File: src/twm_consts.vh
// Constants, timing counts and state codes for the two-wire bus master.
// Overview of operation
// - SDA changes only while SCL is low
// - START, REPEATED START, STOP: SDA edge, SCL high
// - Bus busy from START until STOP
// - Repeated start keeps bus busy until STOP
// - Address packet: seven bits, direction, acknowledge
// - Direction one reads, zero writes
// - Addressed slave acknowledges low in ninth period
// - After address NACK, master sends STOP
// - Bytes shifted out most significant bit first
// - All-zero address is general call, write only
// - Never send general call with read bit
// - Reserved addresses 1111xxx are never used
// - Data packet: byte plus acknowledge bit
// - Master drives SCL, START and STOP; receiver acknowledges
// - Receiver answers final byte with NACK
// - START then STOP without address is illegal
// - Master waits while slave stretches SCL low
// - Competing masters use identical packet composition
// - Device clock at least sixteen times SCL
`ifndef TWM_CONSTS_VH
`define TWM_CONSTS_VH

`define TWM_CLK_MHZ      25
`define TWM_T_LOW_NS     5000
`define TWM_T_HIGH_NS    5000
`define TWM_T_LOW_CYC    ((`TWM_T_LOW_NS * `TWM_CLK_MHZ + 999) / 1000)
`define TWM_T_HIGH_CYC   ((`TWM_T_HIGH_NS * `TWM_CLK_MHZ + 999) / 1000)
`define TWM_LOW_HALF     (`TWM_T_LOW_CYC / 2)

`define TWM_FIFO_WIDTH   8
`define TWM_FIFO_DEPTH   16
`define TWM_FIFO_AW      4

`define TWM_GCALL_ADDR   7'h00
`define TWM_RSVD_TOP     4'hF
`define TWM_ACK_BIT      4'h8

`define TWM_S_IDLE       4'h0
`define TWM_S_START      4'h1
`define TWM_S_LOW        4'h2
`define TWM_S_RISE       4'h3
`define TWM_S_HIGH       4'h4
`define TWM_S_STOP_LOW   4'h5
`define TWM_S_STOP_RISE  4'h6
`define TWM_S_STOP_HIGH  4'h7
`define TWM_S_BUF        4'h8
`define TWM_S_RS_LOW     4'h9
`define TWM_S_RS_RISE    4'hA
`define TWM_S_RS_HIGH    4'hB
`define TWM_S_PARK       4'hC

`endif

File: src/twm_sync.v
// Three-stage input synchroniser that accepts a change once stages two and three agree.
`timescale 1ns/1ps
module twm_sync (
  input  wire sys_clk,
  input  wire rst_b,
  input  wire pin_in,
  output reg  level_r
);
  reg s1_r;
  reg s2_r;
  reg s3_r;

  always @(posedge sys_clk) begin
    if (!rst_b) begin
      s1_r    <= 1'b1;
      s2_r    <= 1'b1;
      s3_r    <= 1'b1;
      level_r <= 1'b1;
    end else begin
      s1_r <= pin_in;
      s2_r <= s1_r;
      s3_r <= s2_r;
      if (s2_r == s3_r) begin
        level_r <= s3_r;
      end
    end
  end
endmodule

File: src/twm_fifo.v
// Write-data FIFO with valid and ready on both sides.
`timescale 1ns/1ps
module twm_fifo #(
  parameter WIDTH = 8,
  parameter DEPTH = 16,
  parameter AW    = 4
) (
  input  wire             sys_clk,
  input  wire             rst_b,
  input  wire [WIDTH-1:0] in_data,
  input  wire             in_valid,
  output reg              in_ready,
  output wire [WIDTH-1:0] out_data,
  output reg              out_valid,
  input  wire             out_ready
);
  reg  [WIDTH-1:0] mem [0:DEPTH-1];
  reg  [AW-1:0]    wp_r;
  reg  [AW-1:0]    rp_r;
  reg  [AW:0]      cnt_r;
  reg  [AW:0]      cnt_nxt;
  wire             push;
  wire             pop;

  assign push     = in_valid & in_ready;
  assign pop      = out_valid & out_ready;
  assign out_data = mem[rp_r];

  always @* begin
    cnt_nxt = cnt_r;
    if (push & ~pop) begin
      cnt_nxt = cnt_r + 1'b1;
    end else if (pop & ~push) begin
      cnt_nxt = cnt_r - 1'b1;
    end
  end

  always @(posedge sys_clk) begin
    if (push) begin
      mem[wp_r] <= in_data;
    end
  end

  // Flags are registered from the next count so full and empty stay exact.
  always @(posedge sys_clk) begin
    if (!rst_b) begin
      wp_r      <= {AW{1'b0}};
      rp_r      <= {AW{1'b0}};
      cnt_r     <= {(AW+1){1'b0}};
      in_ready  <= 1'b0;
      out_valid <= 1'b0;
    end else begin
      if (push) begin
        wp_r <= wp_r + 1'b1;
      end
      if (pop) begin
        rp_r <= rp_r + 1'b1;
      end
      cnt_r     <= cnt_nxt;
      in_ready  <= (cnt_nxt != DEPTH[AW:0]);
      out_valid <= (cnt_nxt != {(AW+1){1'b0}});
    end
  end
endmodule

File: src/twm_master.v
// Two-wire bus master that drives a slave device through its SCL and SDA pins.
`timescale 1ns/1ps
`include "twm_consts.vh"
module twm_master (
  input  wire       sys_clk,
  input  wire       rst_b,
  input  wire       cmd_valid,
  output reg        cmd_ready,
  input  wire [6:0] cmd_addr,
  input  wire       cmd_read,
  input  wire [7:0] cmd_len,
  input  wire       cmd_hold,
  input  wire [7:0] wr_data,
  input  wire       wr_valid,
  output wire       wr_ready,
  output reg  [7:0] rd_data,
  output reg        rd_valid,
  output reg        done,
  output reg        nack_err,
  output reg        arb_lost,
  output reg        cmd_err,
  output reg        bus_busy,
  input  wire       scl_in,
  output reg        scl_out,
  output reg        scl_oe_b,
  input  wire       sda_in,
  output reg        sda_out,
  output reg        sda_oe_b
);
  // Counts are worked out as integers and cut to the counter width on purpose.
  localparam integer T_LOW_W  = `TWM_T_LOW_CYC;
  localparam integer T_HIGH_W = `TWM_T_HIGH_CYC;
  localparam integer L_HALF_W = `TWM_LOW_HALF;
  localparam [7:0]   T_LOW    = T_LOW_W[7:0];
  localparam [7:0]   T_HIGH   = T_HIGH_W[7:0];
  localparam [7:0]   L_HALF   = L_HALF_W[7:0];

  wire       scl_f;
  wire       sda_f;
  wire [7:0] fifo_data;
  wire       fifo_valid;
  reg        fifo_pop;
  reg        sda_p_r;
  reg  [3:0] state_r;
  reg  [7:0] cnt_r;
  reg  [3:0] bit_r;
  reg  [7:0] sh_r;
  reg  [7:0] rx_r;
  reg  [7:0] left_r;
  reg        addr_ph_r;
  reg        read_r;
  reg        hold_r;
  wire       start_seen;
  wire       stop_seen;
  wire       need_load;
  wire       tx_mode;
  wire       tx_bit;
  wire       cmd_bad;
  wire       can_take;
  wire       take;
  wire       arb_hit;

  twm_sync u_scl_sync (
    .sys_clk (sys_clk),
    .rst_b   (rst_b),
    .pin_in  (scl_in),
    .level_r (scl_f)
  );

  twm_sync u_sda_sync (
    .sys_clk (sys_clk),
    .rst_b   (rst_b),
    .pin_in  (sda_in),
    .level_r (sda_f)
  );

  twm_fifo #(
    .WIDTH (`TWM_FIFO_WIDTH),
    .DEPTH (`TWM_FIFO_DEPTH),
    .AW    (`TWM_FIFO_AW)
  ) u_fifo (
    .sys_clk   (sys_clk),
    .rst_b     (rst_b),
    .in_data   (wr_data),
    .in_valid  (wr_valid),
    .in_ready  (wr_ready),
    .out_data  (fifo_data),
    .out_valid (fifo_valid),
    .out_ready (fifo_pop)
  );

  assign start_seen = scl_f & sda_p_r & ~sda_f;
  assign stop_seen  = scl_f & ~sda_p_r & sda_f;

  // A write byte is fetched at the first bit of each data packet of a write transfer.
  assign need_load = ~read_r & ~addr_ph_r & (bit_r == 4'h0);
  assign tx_mode   = addr_ph_r | ~read_r;
  // Receiving: release data bits, ACK low except NACK on the last byte.
  assign tx_bit = (bit_r == `TWM_ACK_BIT) ? (tx_mode | (left_r == 8'h01)) :
                  (tx_mode ? (need_load ? fifo_data[7] : sh_r[7]) : 1'b1);

  // Empty transfers, general call reads and reserved addresses are refused.
  assign cmd_bad = (cmd_len == 8'h00) |
                   ((cmd_addr == `TWM_GCALL_ADDR) & cmd_read) |
                   (cmd_addr[6:3] == `TWM_RSVD_TOP);
  assign can_take = ((state_r == `TWM_S_IDLE) & ~bus_busy & scl_f & sda_f) |
                    (state_r == `TWM_S_PARK);
  assign take = cmd_valid & cmd_ready & can_take;
  // Every bit we send except acknowledge bits is checked, data bits too, so rivals keep arbitrating to the end.
  assign arb_hit = tx_mode & (bit_r != `TWM_ACK_BIT) & sda_oe_b & ~sda_f;

  always @* begin
    fifo_pop = (state_r == `TWM_S_LOW) & (cnt_r == L_HALF) & need_load & fifo_valid;
  end

  // Busy follows the filtered lines, so frames of other masters hold us off as well.
  always @(posedge sys_clk) begin
    if (!rst_b) begin
      sda_p_r  <= 1'b1;
      bus_busy <= 1'b0;
    end else begin
      sda_p_r <= sda_f;
      if (start_seen) begin
        bus_busy <= 1'b1;
      end else if (stop_seen) begin
        bus_busy <= 1'b0;
      end
    end
  end

  always @(posedge sys_clk) begin
    if (!rst_b) begin
      state_r   <= `TWM_S_IDLE;
      cnt_r     <= 8'h00;
      bit_r     <= 4'h0;
      sh_r      <= 8'h00;
      rx_r      <= 8'h00;
      left_r    <= 8'h00;
      addr_ph_r <= 1'b0;
      read_r    <= 1'b0;
      hold_r    <= 1'b0;
      cmd_ready <= 1'b0;
      rd_data   <= 8'h00;
      rd_valid  <= 1'b0;
      done      <= 1'b0;
      nack_err  <= 1'b0;
      arb_lost  <= 1'b0;
      cmd_err   <= 1'b0;
      scl_out   <= 1'b0;
      sda_out   <= 1'b0;
      scl_oe_b  <= 1'b1;
      sda_oe_b  <= 1'b1;
    end else begin
      rd_valid  <= 1'b0;
      done      <= 1'b0;
      arb_lost  <= 1'b0;
      cmd_err   <= 1'b0;
      cmd_ready <= can_take & ~take;
      // Open-drain pins only ever pull low; the enables alone move the lines.
      scl_out   <= 1'b0;
      sda_out   <= 1'b0;
      // The packet layout is fixed once taken, so rivals with the same layout can arbitrate.
      if (take) begin
        cmd_ready <= 1'b0;
        if (cmd_bad) begin
          cmd_err <= 1'b1;
        end else begin
          sh_r      <= {cmd_addr, cmd_read};
          read_r    <= cmd_read;
          hold_r    <= cmd_hold;
          left_r    <= cmd_len;
          nack_err  <= 1'b0;
          addr_ph_r <= 1'b1;
          bit_r     <= 4'h0;
          if (state_r == `TWM_S_PARK) begin
            state_r <= `TWM_S_RS_LOW;
            cnt_r   <= T_LOW;
          end else begin
            sda_oe_b <= 1'b0;
            state_r  <= `TWM_S_START;
            cnt_r    <= T_HIGH;
          end
        end
      end else begin
        case (state_r)
          `TWM_S_IDLE: begin
            scl_oe_b <= 1'b1;
            sda_oe_b <= 1'b1;
          end
          `TWM_S_START: begin
            if (cnt_r == 8'h00) begin
              scl_oe_b <= 1'b0;
              cnt_r    <= T_LOW;
              state_r  <= `TWM_S_LOW;
            end else begin
              cnt_r <= cnt_r - 8'h01;
            end
          end
          `TWM_S_LOW: begin
            // SDA moves only at mid-low, well away from either SCL edge.
            // An empty FIFO stalls here with SCL held low until data arrives.
            if (cnt_r == L_HALF) begin
              if (~need_load | fifo_valid) begin
                sda_oe_b <= tx_bit;
                if (need_load) begin
                  sh_r <= fifo_data;
                end
                cnt_r <= cnt_r - 8'h01;
              end
            end else if (cnt_r == 8'h00) begin
              scl_oe_b <= 1'b1;
              state_r  <= `TWM_S_RISE;
            end else begin
              cnt_r <= cnt_r - 8'h01;
            end
          end
          `TWM_S_RISE: begin
            // A stretching slave keeps us here; the high phase is timed from the seen edge.
            if (scl_f) begin
              cnt_r   <= T_HIGH;
              state_r <= `TWM_S_HIGH;
            end
          end
          `TWM_S_HIGH: begin
            if (arb_hit) begin
              // Another master drove a zero against our one.
              sda_oe_b <= 1'b1;
              scl_oe_b <= 1'b1;
              arb_lost <= 1'b1;
              state_r  <= `TWM_S_IDLE;
            end else if ((cnt_r == 8'h00) | ~scl_f) begin
              // Data is taken at the end of the high phase, long after the inputs settled.
              scl_oe_b <= 1'b0;
              cnt_r    <= T_LOW;
              state_r  <= `TWM_S_LOW;
              if (bit_r != `TWM_ACK_BIT) begin
                rx_r  <= {rx_r[6:0], sda_f};
                sh_r  <= {sh_r[6:0], 1'b0};
                bit_r <= bit_r + 4'h1;
              end else begin
                bit_r <= 4'h0;
                if (addr_ph_r) begin
                  addr_ph_r <= 1'b0;
                  if (sda_f) begin
                    nack_err <= 1'b1;
                    state_r  <= `TWM_S_STOP_LOW;
                  end
                end else begin
                  left_r <= left_r - 8'h01;
                  if (read_r) begin
                    rd_data  <= rx_r;
                    rd_valid <= 1'b1;
                  end
                  if (~read_r & sda_f) begin
                    nack_err <= 1'b1;
                    state_r  <= `TWM_S_STOP_LOW;
                  end else if (left_r == 8'h01) begin
                    if (hold_r) begin
                      done    <= 1'b1;
                      state_r <= `TWM_S_PARK;
                    end else begin
                      state_r <= `TWM_S_STOP_LOW;
                    end
                  end
                end
              end
            end else begin
              cnt_r <= cnt_r - 8'h01;
            end
          end
          `TWM_S_STOP_LOW: begin
            // SDA is pulled low at mid-low so that the STOP edge can follow the SCL rise.
            if (cnt_r == L_HALF) begin
              sda_oe_b <= 1'b0;
              cnt_r    <= cnt_r - 8'h01;
            end else if (cnt_r == 8'h00) begin
              scl_oe_b <= 1'b1;
              state_r  <= `TWM_S_STOP_RISE;
            end else begin
              cnt_r <= cnt_r - 8'h01;
            end
          end
          `TWM_S_STOP_RISE: begin
            if (scl_f) begin
              cnt_r   <= T_HIGH;
              state_r <= `TWM_S_STOP_HIGH;
            end
          end
          `TWM_S_STOP_HIGH: begin
            if (cnt_r == 8'h00) begin
              sda_oe_b <= 1'b1;
              cnt_r    <= T_HIGH;
              state_r  <= `TWM_S_BUF;
            end else begin
              cnt_r <= cnt_r - 8'h01;
            end
          end
          `TWM_S_BUF: begin
            // Bus free time after STOP reuses the high count before done is given.
            if (cnt_r == 8'h00) begin
              done    <= 1'b1;
              state_r <= `TWM_S_IDLE;
            end else begin
              cnt_r <= cnt_r - 8'h01;
            end
          end
          `TWM_S_RS_LOW: begin
            // SDA is released at mid-low so that the repeated START finds it high.
            if (cnt_r == L_HALF) begin
              sda_oe_b <= 1'b1;
              cnt_r    <= cnt_r - 8'h01;
            end else if (cnt_r == 8'h00) begin
              scl_oe_b <= 1'b1;
              state_r  <= `TWM_S_RS_RISE;
            end else begin
              cnt_r <= cnt_r - 8'h01;
            end
          end
          `TWM_S_RS_RISE: begin
            if (scl_f) begin
              cnt_r   <= T_HIGH;
              state_r <= `TWM_S_RS_HIGH;
            end
          end
          `TWM_S_RS_HIGH: begin
            if (cnt_r == 8'h00) begin
              sda_oe_b <= 1'b0;
              cnt_r    <= T_HIGH;
              state_r  <= `TWM_S_START;
            end else begin
              cnt_r <= cnt_r - 8'h01;
            end
          end
          `TWM_S_PARK: begin
            // Bus stays owned; SCL low pauses the slave until the next command.
            scl_oe_b <= 1'b0;
            sda_oe_b <= 1'b1;
          end
          default: begin
            state_r <= `TWM_S_IDLE;
          end
        endcase
      end
    end
  end
endmodule

File: config.mk
export PLATFORM = sky130hd
export DESIGN_NAME = twm_master
export DESIGN_NICKNAME = d
export VERILOG_FILES = /design/src/twm_sync.v /design/src/twm_fifo.v /design/src/twm_master.v
export VERILOG_INCLUDE_DIRS = /design/src /design/src/src
export SDC_FILE = /design/constraint.sdc
export NUM_CORES = 1
export LEC_CHECK = 0
export BUFFER_PORTS_ARGS = -buffer_cell sky130_fd_sc_hd__buf_2
export CORE_UTILIZATION = 66
export DETAILED_ROUTE_END_ITERATION = 16
export HOLD_SLACK_MARGIN = 0.05
export PLACE_DENSITY = 0.85
export SYNTH_ARGS = -nofsm -noshare
export SYNTH_HDL_FRONTEND = slang
export SYNTH_SLANG_ARGS = --single-unit
export TNS_END_PERCENT = 20
File: constraint.sdc
create_clock -name sys_clk -period 7.4 [get_ports sys_clk]
set_clock_uncertainty 0.15 [all_clocks]
set_input_delay 0.37 -clock sys_clk [delete_from_list [all_inputs] [get_ports sys_clk]]
set_output_delay 0.37 -clock sys_clk [all_outputs]
set_load 0.05 [all_outputs]
# ---- Word level (Yosys, flattened, before mapping)
# Memories as Yosys holds them, arrays and structs flattened. A register that Yosys moved wholly into a read port is not among the register bits.
# Index checks and enable logic that the tools add are counted.
dict set report classes {
  add_sub_neg 7
  eq_ne 56
  muxes 111
  bitwise_logic 47
  n_reduce_logical 35
}
# operator count
set op_table {}
lappend op_table {{$mux 8} 25}
lappend op_table {{$mux 4} 31}
lappend op_table {{$ne 3x3->1 const B} 17}
lappend op_table {{$pmux 4 s12} 1}
lappend op_table {{$pmux 8 s6} 1}
lappend op_table {{$mux 1} 46}
lappend op_table {{$eq 4x4->1 const B} 7}
lappend op_table {{$and 1x1->1} 24}
lappend op_table {{$ne 3x2->1 const B} 6}
lappend op_table {{$eq 4x3->1 const B} 4}
lappend op_table {{$logic_not 8->1} 2}
lappend op_table {{$not 1->1} 16}
lappend op_table {{$pmux 8 s2} 1}
lappend op_table {{$reduce_and 16->1} 1}
lappend op_table {{$sub 8x1->8 const B} 2}
lappend op_table {{$reduce_and 5->1} 3}
lappend op_table {{$reduce_and 7->1} 2}
lappend op_table {{$add 4x1->4 const B} 3}
lappend op_table {{$ne 2x2->1 const B} 6}
lappend op_table {{$ne 4x4->1 const B} 3}
lappend op_table {{$reduce_and 6->1} 2}
lappend op_table {{$reduce_or 3->1} 4}
lappend op_table {{$mux 5} 2}
lappend op_table {{$reduce_and 10->1} 1}
lappend op_table {{27 further kinds} 46}
dict set report word_totals {
  reg_bits 84
  ramBits 128
  input_bits 31
  output_inout_bits 20
  wordCells 290
  mem_count 1
}
# name words word_bits rd rd_ports_with_merged_regs wr line_no
set memory_table {}
lappend memory_table {u_fifo.mem 16 8 1 1 1 twm_fifo.v:17} ;# reg [WIDTH-1:0] mem [0:DEPTH-1];

# ---- Longest topological paths before layout
dict set report depth {
  depth_word 10
  ltp_mapped 11
  mapped_depth_nobuf 9
}

# ---- By module
# Synthesis repeated with hierarchy kept, for this count alone.
dict set report hier_totals {
  cells_unflattened 829
  hier_area_um2 10093.4
}
# mod n_inst cells_each area_each_um2 seq_area_each_um2
set by_module_without_submodules {}
lappend by_module_without_submodules {twm_fifo 1 288 5810.6 4224.1}
lappend by_module_without_submodules {twm_master 1 521 4057.6 1221.2}
lappend by_module_without_submodules {twm_sync 2 10 112.6 80.1}

# ---- Worst setup path after synthesis
# No wires, ideal clock.
dict set report synth_path {
  path_type {reg-to-reg}
  start {register u_fifo.in_ready}
  end {memory u_fifo.mem[3][0], enable pin}
  setup_time_ns 0.383
  arrival_time_ns 2.021
  required_ns 6.867
  path_slack_ns 4.845
  path_stages_with_launch 5
  n_path_buf 1
  period_less_slack_ns 2.555
  cell_sequence {dfxtp_1 -> and2_0 -> clkbuf_1 -> nand2_1 -> nor3_1}
}
dict set report synth_between {
  elab_chain_len 3
}
# element line_no
set synth_rtl {}
lappend synth_rtl {{start, declared} twm_fifo.v:12} ;# output reg in_ready,
lappend synth_rtl {{start signal, assigned} twm_fifo.v:60} ;# in_ready <= (cnt_nxt != DEPTH[AW:0]);
lappend synth_rtl {{$and 1x1->1} twm_fifo.v:25} ;# assign push = in_valid & in_ready;
lappend synth_rtl {{$mux 1} twm_fifo.v:39} ;# if (push) begin
lappend synth_rtl {{$mux 1 (not written as such)} twm_fifo.v:40} ;# mem[wp_r] <= in_data;
lappend synth_rtl {{end, declared} twm_fifo.v:17}
# No other way between the ends.

# ---- Worst setup path in the final report
dict set report layout_path {
  start {register state_r[2]}
  end {register left_r[0]}
}
dict set report layout_between {
  elab_chain_len 8
  elab_cells_between_ends 16
  classes_between {eq/ne (6); mux (1); bitwise (5); reduce/logical (4)}
}
# element line_no
set layout_rtl {}
lappend layout_rtl {{start, declared} twm_master.v:44} ;# reg [3:0] state_r;
lappend layout_rtl {{start signal, assigned} twm_master.v:133} ;# state_r <= `TWM_S_IDLE;
lappend layout_rtl {{start signal, assigned} twm_master.v:176} ;# state_r <= `TWM_S_RS_LOW;
lappend layout_rtl {{start signal, assigned} twm_master.v:180} ;# state_r <= `TWM_S_START;
lappend layout_rtl {{$logic_not 4->1} -}
lappend layout_rtl {{$and 1x1->1 (3 in series)} twm_master.v:106} ;# assign can_take = ((state_r == `TWM_S_IDLE) & ~bus_busy & scl_f & sda_f) |
lappend layout_rtl {{$or 1x1->1} twm_master.v:106}
lappend layout_rtl {{$and 1x1->1} twm_master.v:108} ;# assign take = cmd_valid & cmd_ready & can_take;
lappend layout_rtl {{$ne 2x1->1 (no source line) (tied with other cells)} -}
lappend layout_rtl {{$reduce_and 6->1 (no source line)} -}
lappend layout_rtl {{end signal, assigned} twm_master.v:171} ;# left_r <= cmd_len;
lappend layout_rtl {{end signal, assigned} twm_master.v:249} ;# left_r <= left_r - 8'h01;
lappend layout_rtl {{end, declared} twm_master.v:49} ;# reg [7:0] left_r;
# Several ways; a longest one is shown, not always the timed one.
# A chain may end at the register's enable or synchronous reset.

==> impl_metrics.json <==
{
  "antenna_found_initial": 0,
  "synthTopCellsByCount": "edfxtp_1 (128), dfxtp_1 (88), nor2_1 (81), nand2_1 (69), a21oi_1 (40)",
  "dieArea_mm2": 0.0155,
  "rows": 44,
  "total_power_uw": 3070,
  "reg2reg_to": "left_r[0]",
  "synth_top_cell_by_area": "edfxtp_1",
  "ctsResizeCount": 0,
  "setup_violations": 0,
  "multiInputGateArea_mm2": 0.00403,
  "core_mm2": 0.0146,
  "n_antenna_cell": 0,
  "timing.final.crit_share_pct": 48.1,
  "finalSetupTns_ps": 0,
  "wl_per_cell_um": 22.9,
  "ys_warn_count": 0,
  "period_minus_slack_ps": 3560,
  "fp.dieH_um": 125,
  "numCtsBuffers": 22,
  "synth_top_area_share_pct": 38.8,
  "io_pins": 51,
  "syn_inst": 841,
  "clock_path_buffers": 3,
  "grt_max_degree": 52,
  "finalMaxSlewViolations": 0,
  "post_cts_buffers": 0,
  "synth_most_common_cell": "edfxtp_1",
  "netlist_area_mm2": 0.00991,
  "dpl_cell_area_mm2": 0.0103,
  "die_w_um": 125,
  "drt_iter0_drc": 838,
  "worst_r2r_path_depth": 6,
  "crit_type": "reg -> reg",
  "fmax_ghz": 0.281,
  "initial_utilization_pct": 67.9,
  "p_leak_uw": 0.00388,
  "syn2layout_area_growth_pct": 11.5,
  "seq_area_mm2": 0.00561,
  "fin_nets": 925,
  "postSynthAreaPerCell_um2": 11.8,
  "grt_overflow": 0,
  "worst-r2r-setup-slack_ps": 3840,
  "arrival_ps": 3820,
  "cts_tree": "built",
  "fin_ws_ps": 3840,
  "synth_cell_type_count": 80,
  "tightest_slew_ps": 1130,
  "synth_seq_area_share_pct": 56.6,
  "grt_pass1_wl_mm": 39.0,
  "cts_root_buf": "clkbuf_16",
  "slew_headroom_pct": 24.2,
  "holdPathStages": 3,
  "numPortBuffers": 48,
  "stdcell_area_mm2": 0.0110,
  "clk_latency_ps": 530,
  "num-fill-cells": 914,
  "firstDrtPassIters": 7,
  "powerDensity_mw_per_mm2": 278,
  "status": "finished, final reports clean",
  "hold_path_class": "in -> reg",
  "antenna_left": 0,
  "viasPerCell": 6.71,
  "synth_edf_count": 128,
  "cap_viol_max_count": 0,
  "drive_above_1_share_pct": 16.9,
  "track_usage_pct": 32.4,
  "vdd_drop_max_mv": 0.359,
  "cts_sinks": 216,
  "routabilityCongestion": 0.937,
  "critPathMaxFanout": 33,
  "drc": 0,
  "crit_path_start_kind": "flip-flop",
  "synth-seq-cells": 216,
  "min_to": "left_r[4]",
  "ys_async_sr_fraction_pct": 0,
  "vias": 7236,
  "rsz0062_at_grt": "false",
  "reg2reg_from": "state_r[2]",
  "finalHoldViolCount": 0,
  "yosys_most_used_dff": "edfxtp_1",
  "required_ps": 7660,
  "post-dp-hpwl_mm": 15.8,
  "postRouteWirelength_mm": 24.7,
  "cp-end-kind": "flip-flop",
  "synthTopCellsByArea": "edfxtp_1 (39%), dfxtp_1 (18%), mux4_2 (7.0%)",
  "grt_pass1_vias": 6999,
  "clk_pin_slew_ps": 60,
  "hp-start": "cmd_len[4]",
  "pre_cts_ws_ps": 3930,
  "h-tree-depth": 1
}
[sequential cells by signal, indices dropped and copies added, names as in the netlist, 4 cells and up, named ones only]
name          flops
u_fifo.cnt_r      5
u_fifo.rp_r       4
bit_r             4
u_fifo.wp_r       4
rx_r              8
u_fifo.mem      128
left_r            8
cnt_r             8
state_r           4
rd_data           8
sh_r              8
[how the worst max path moves through the flow]
stage	start	endpoint	slack, ps	cells after the start
floorplan	u_fifo.in_ready	u_fifo.mem[3][0]	4850	4
global placement	state_r[2]	left_r[0]	4070	6
detailed placement	state_r[2]	left_r[0]	3930	6
CTS	state_r[2]	left_r[0]	3910	6
global route	state_r[2]	left_r[0]	3660	7
finish	state_r[2]	left_r[0]	3840	6
[power breakdown]
| part | internal, µW | switching (µW) | total, µW |
|---|---|---|---|
| Sequential | 1320 | 48.7 | 1370 |
| Clock | 633 | 485 | 1120 |
| Combinational | 218 | 369 | 587 |
| Total | 2170 | 902 | 3070 |
[repair_timing]
action / CTS / global route
hold buffers: 5 / 0
endpoints found under the hold margin: 6 / 0
endpoints found under the setup margin: 0 / 0
[cells by family after synthesis]
logic type | count (synthesis) | share of synthesized area, %
AOI/OAI and AO/OA | 172 | 12.1
xor gates and xnor gates | 13 | 1.15
adders and majority gates | 17 | 2.10
and+or+nand+nor | 292 | 15.1
DFF | 216 | 56.6
other | 1 | 0.0379
buffers and inverters | 70 | 2.91
muxes | 60 | 10.0
[cell type report]
type,count,area share [%]
tap,184,2.08
clock inverter,15,1.44
sequential,216,50.8
timing repair buffer,65,3.44
inverter,18,0.612
clock buffer,25,5.18
multi-input combinational,556,36.5
[per-stage QoR]
stage / cells / utilization, % / hold WS (ps)
2_1_floorplan: 842 / - / 236
6_report: 1079 / 75.7 / 55.9
5_1_grt: 1079 / 75.7 / 68.5
3_3_place_gp: 1034 / 70.3 / 238
4_1_cts: 1079 / 75.7 / 52.4
3_5_place_dp: 1034 / 70.3 / 254
[per-layer routing]
metal	track usage (%)	part of all wire, %
met5	0	0
met4	11.9	3.2
met3	4.34	7.3
met2	56.3	51
met1	41.5	38
[cell usage in the layout (no fill, tap or decap), drive strengths merged, types with 16 or more instances in the layout]
cell,synthesis,routed
buf,14,60
dfxtp,88,88
o21ai,30,30
clkbuf,38,25
mux2i,27,27
a21oi,40,40
nand2b,18,18
nor3,21,21
mux4,31,31
inv,16,16
nand2,69,69
nor2,81,81
edfxtp,128,128
[critical path, stage by stage (launching register included)]
cell	delay [ps]
dfxtp_1	990
or4b_2	850
a31oi_1	290
nand2_1	180
o2bb2ai_1	420
a211o_1	380
and3_1	180
(Power assumes the default switching activity.)
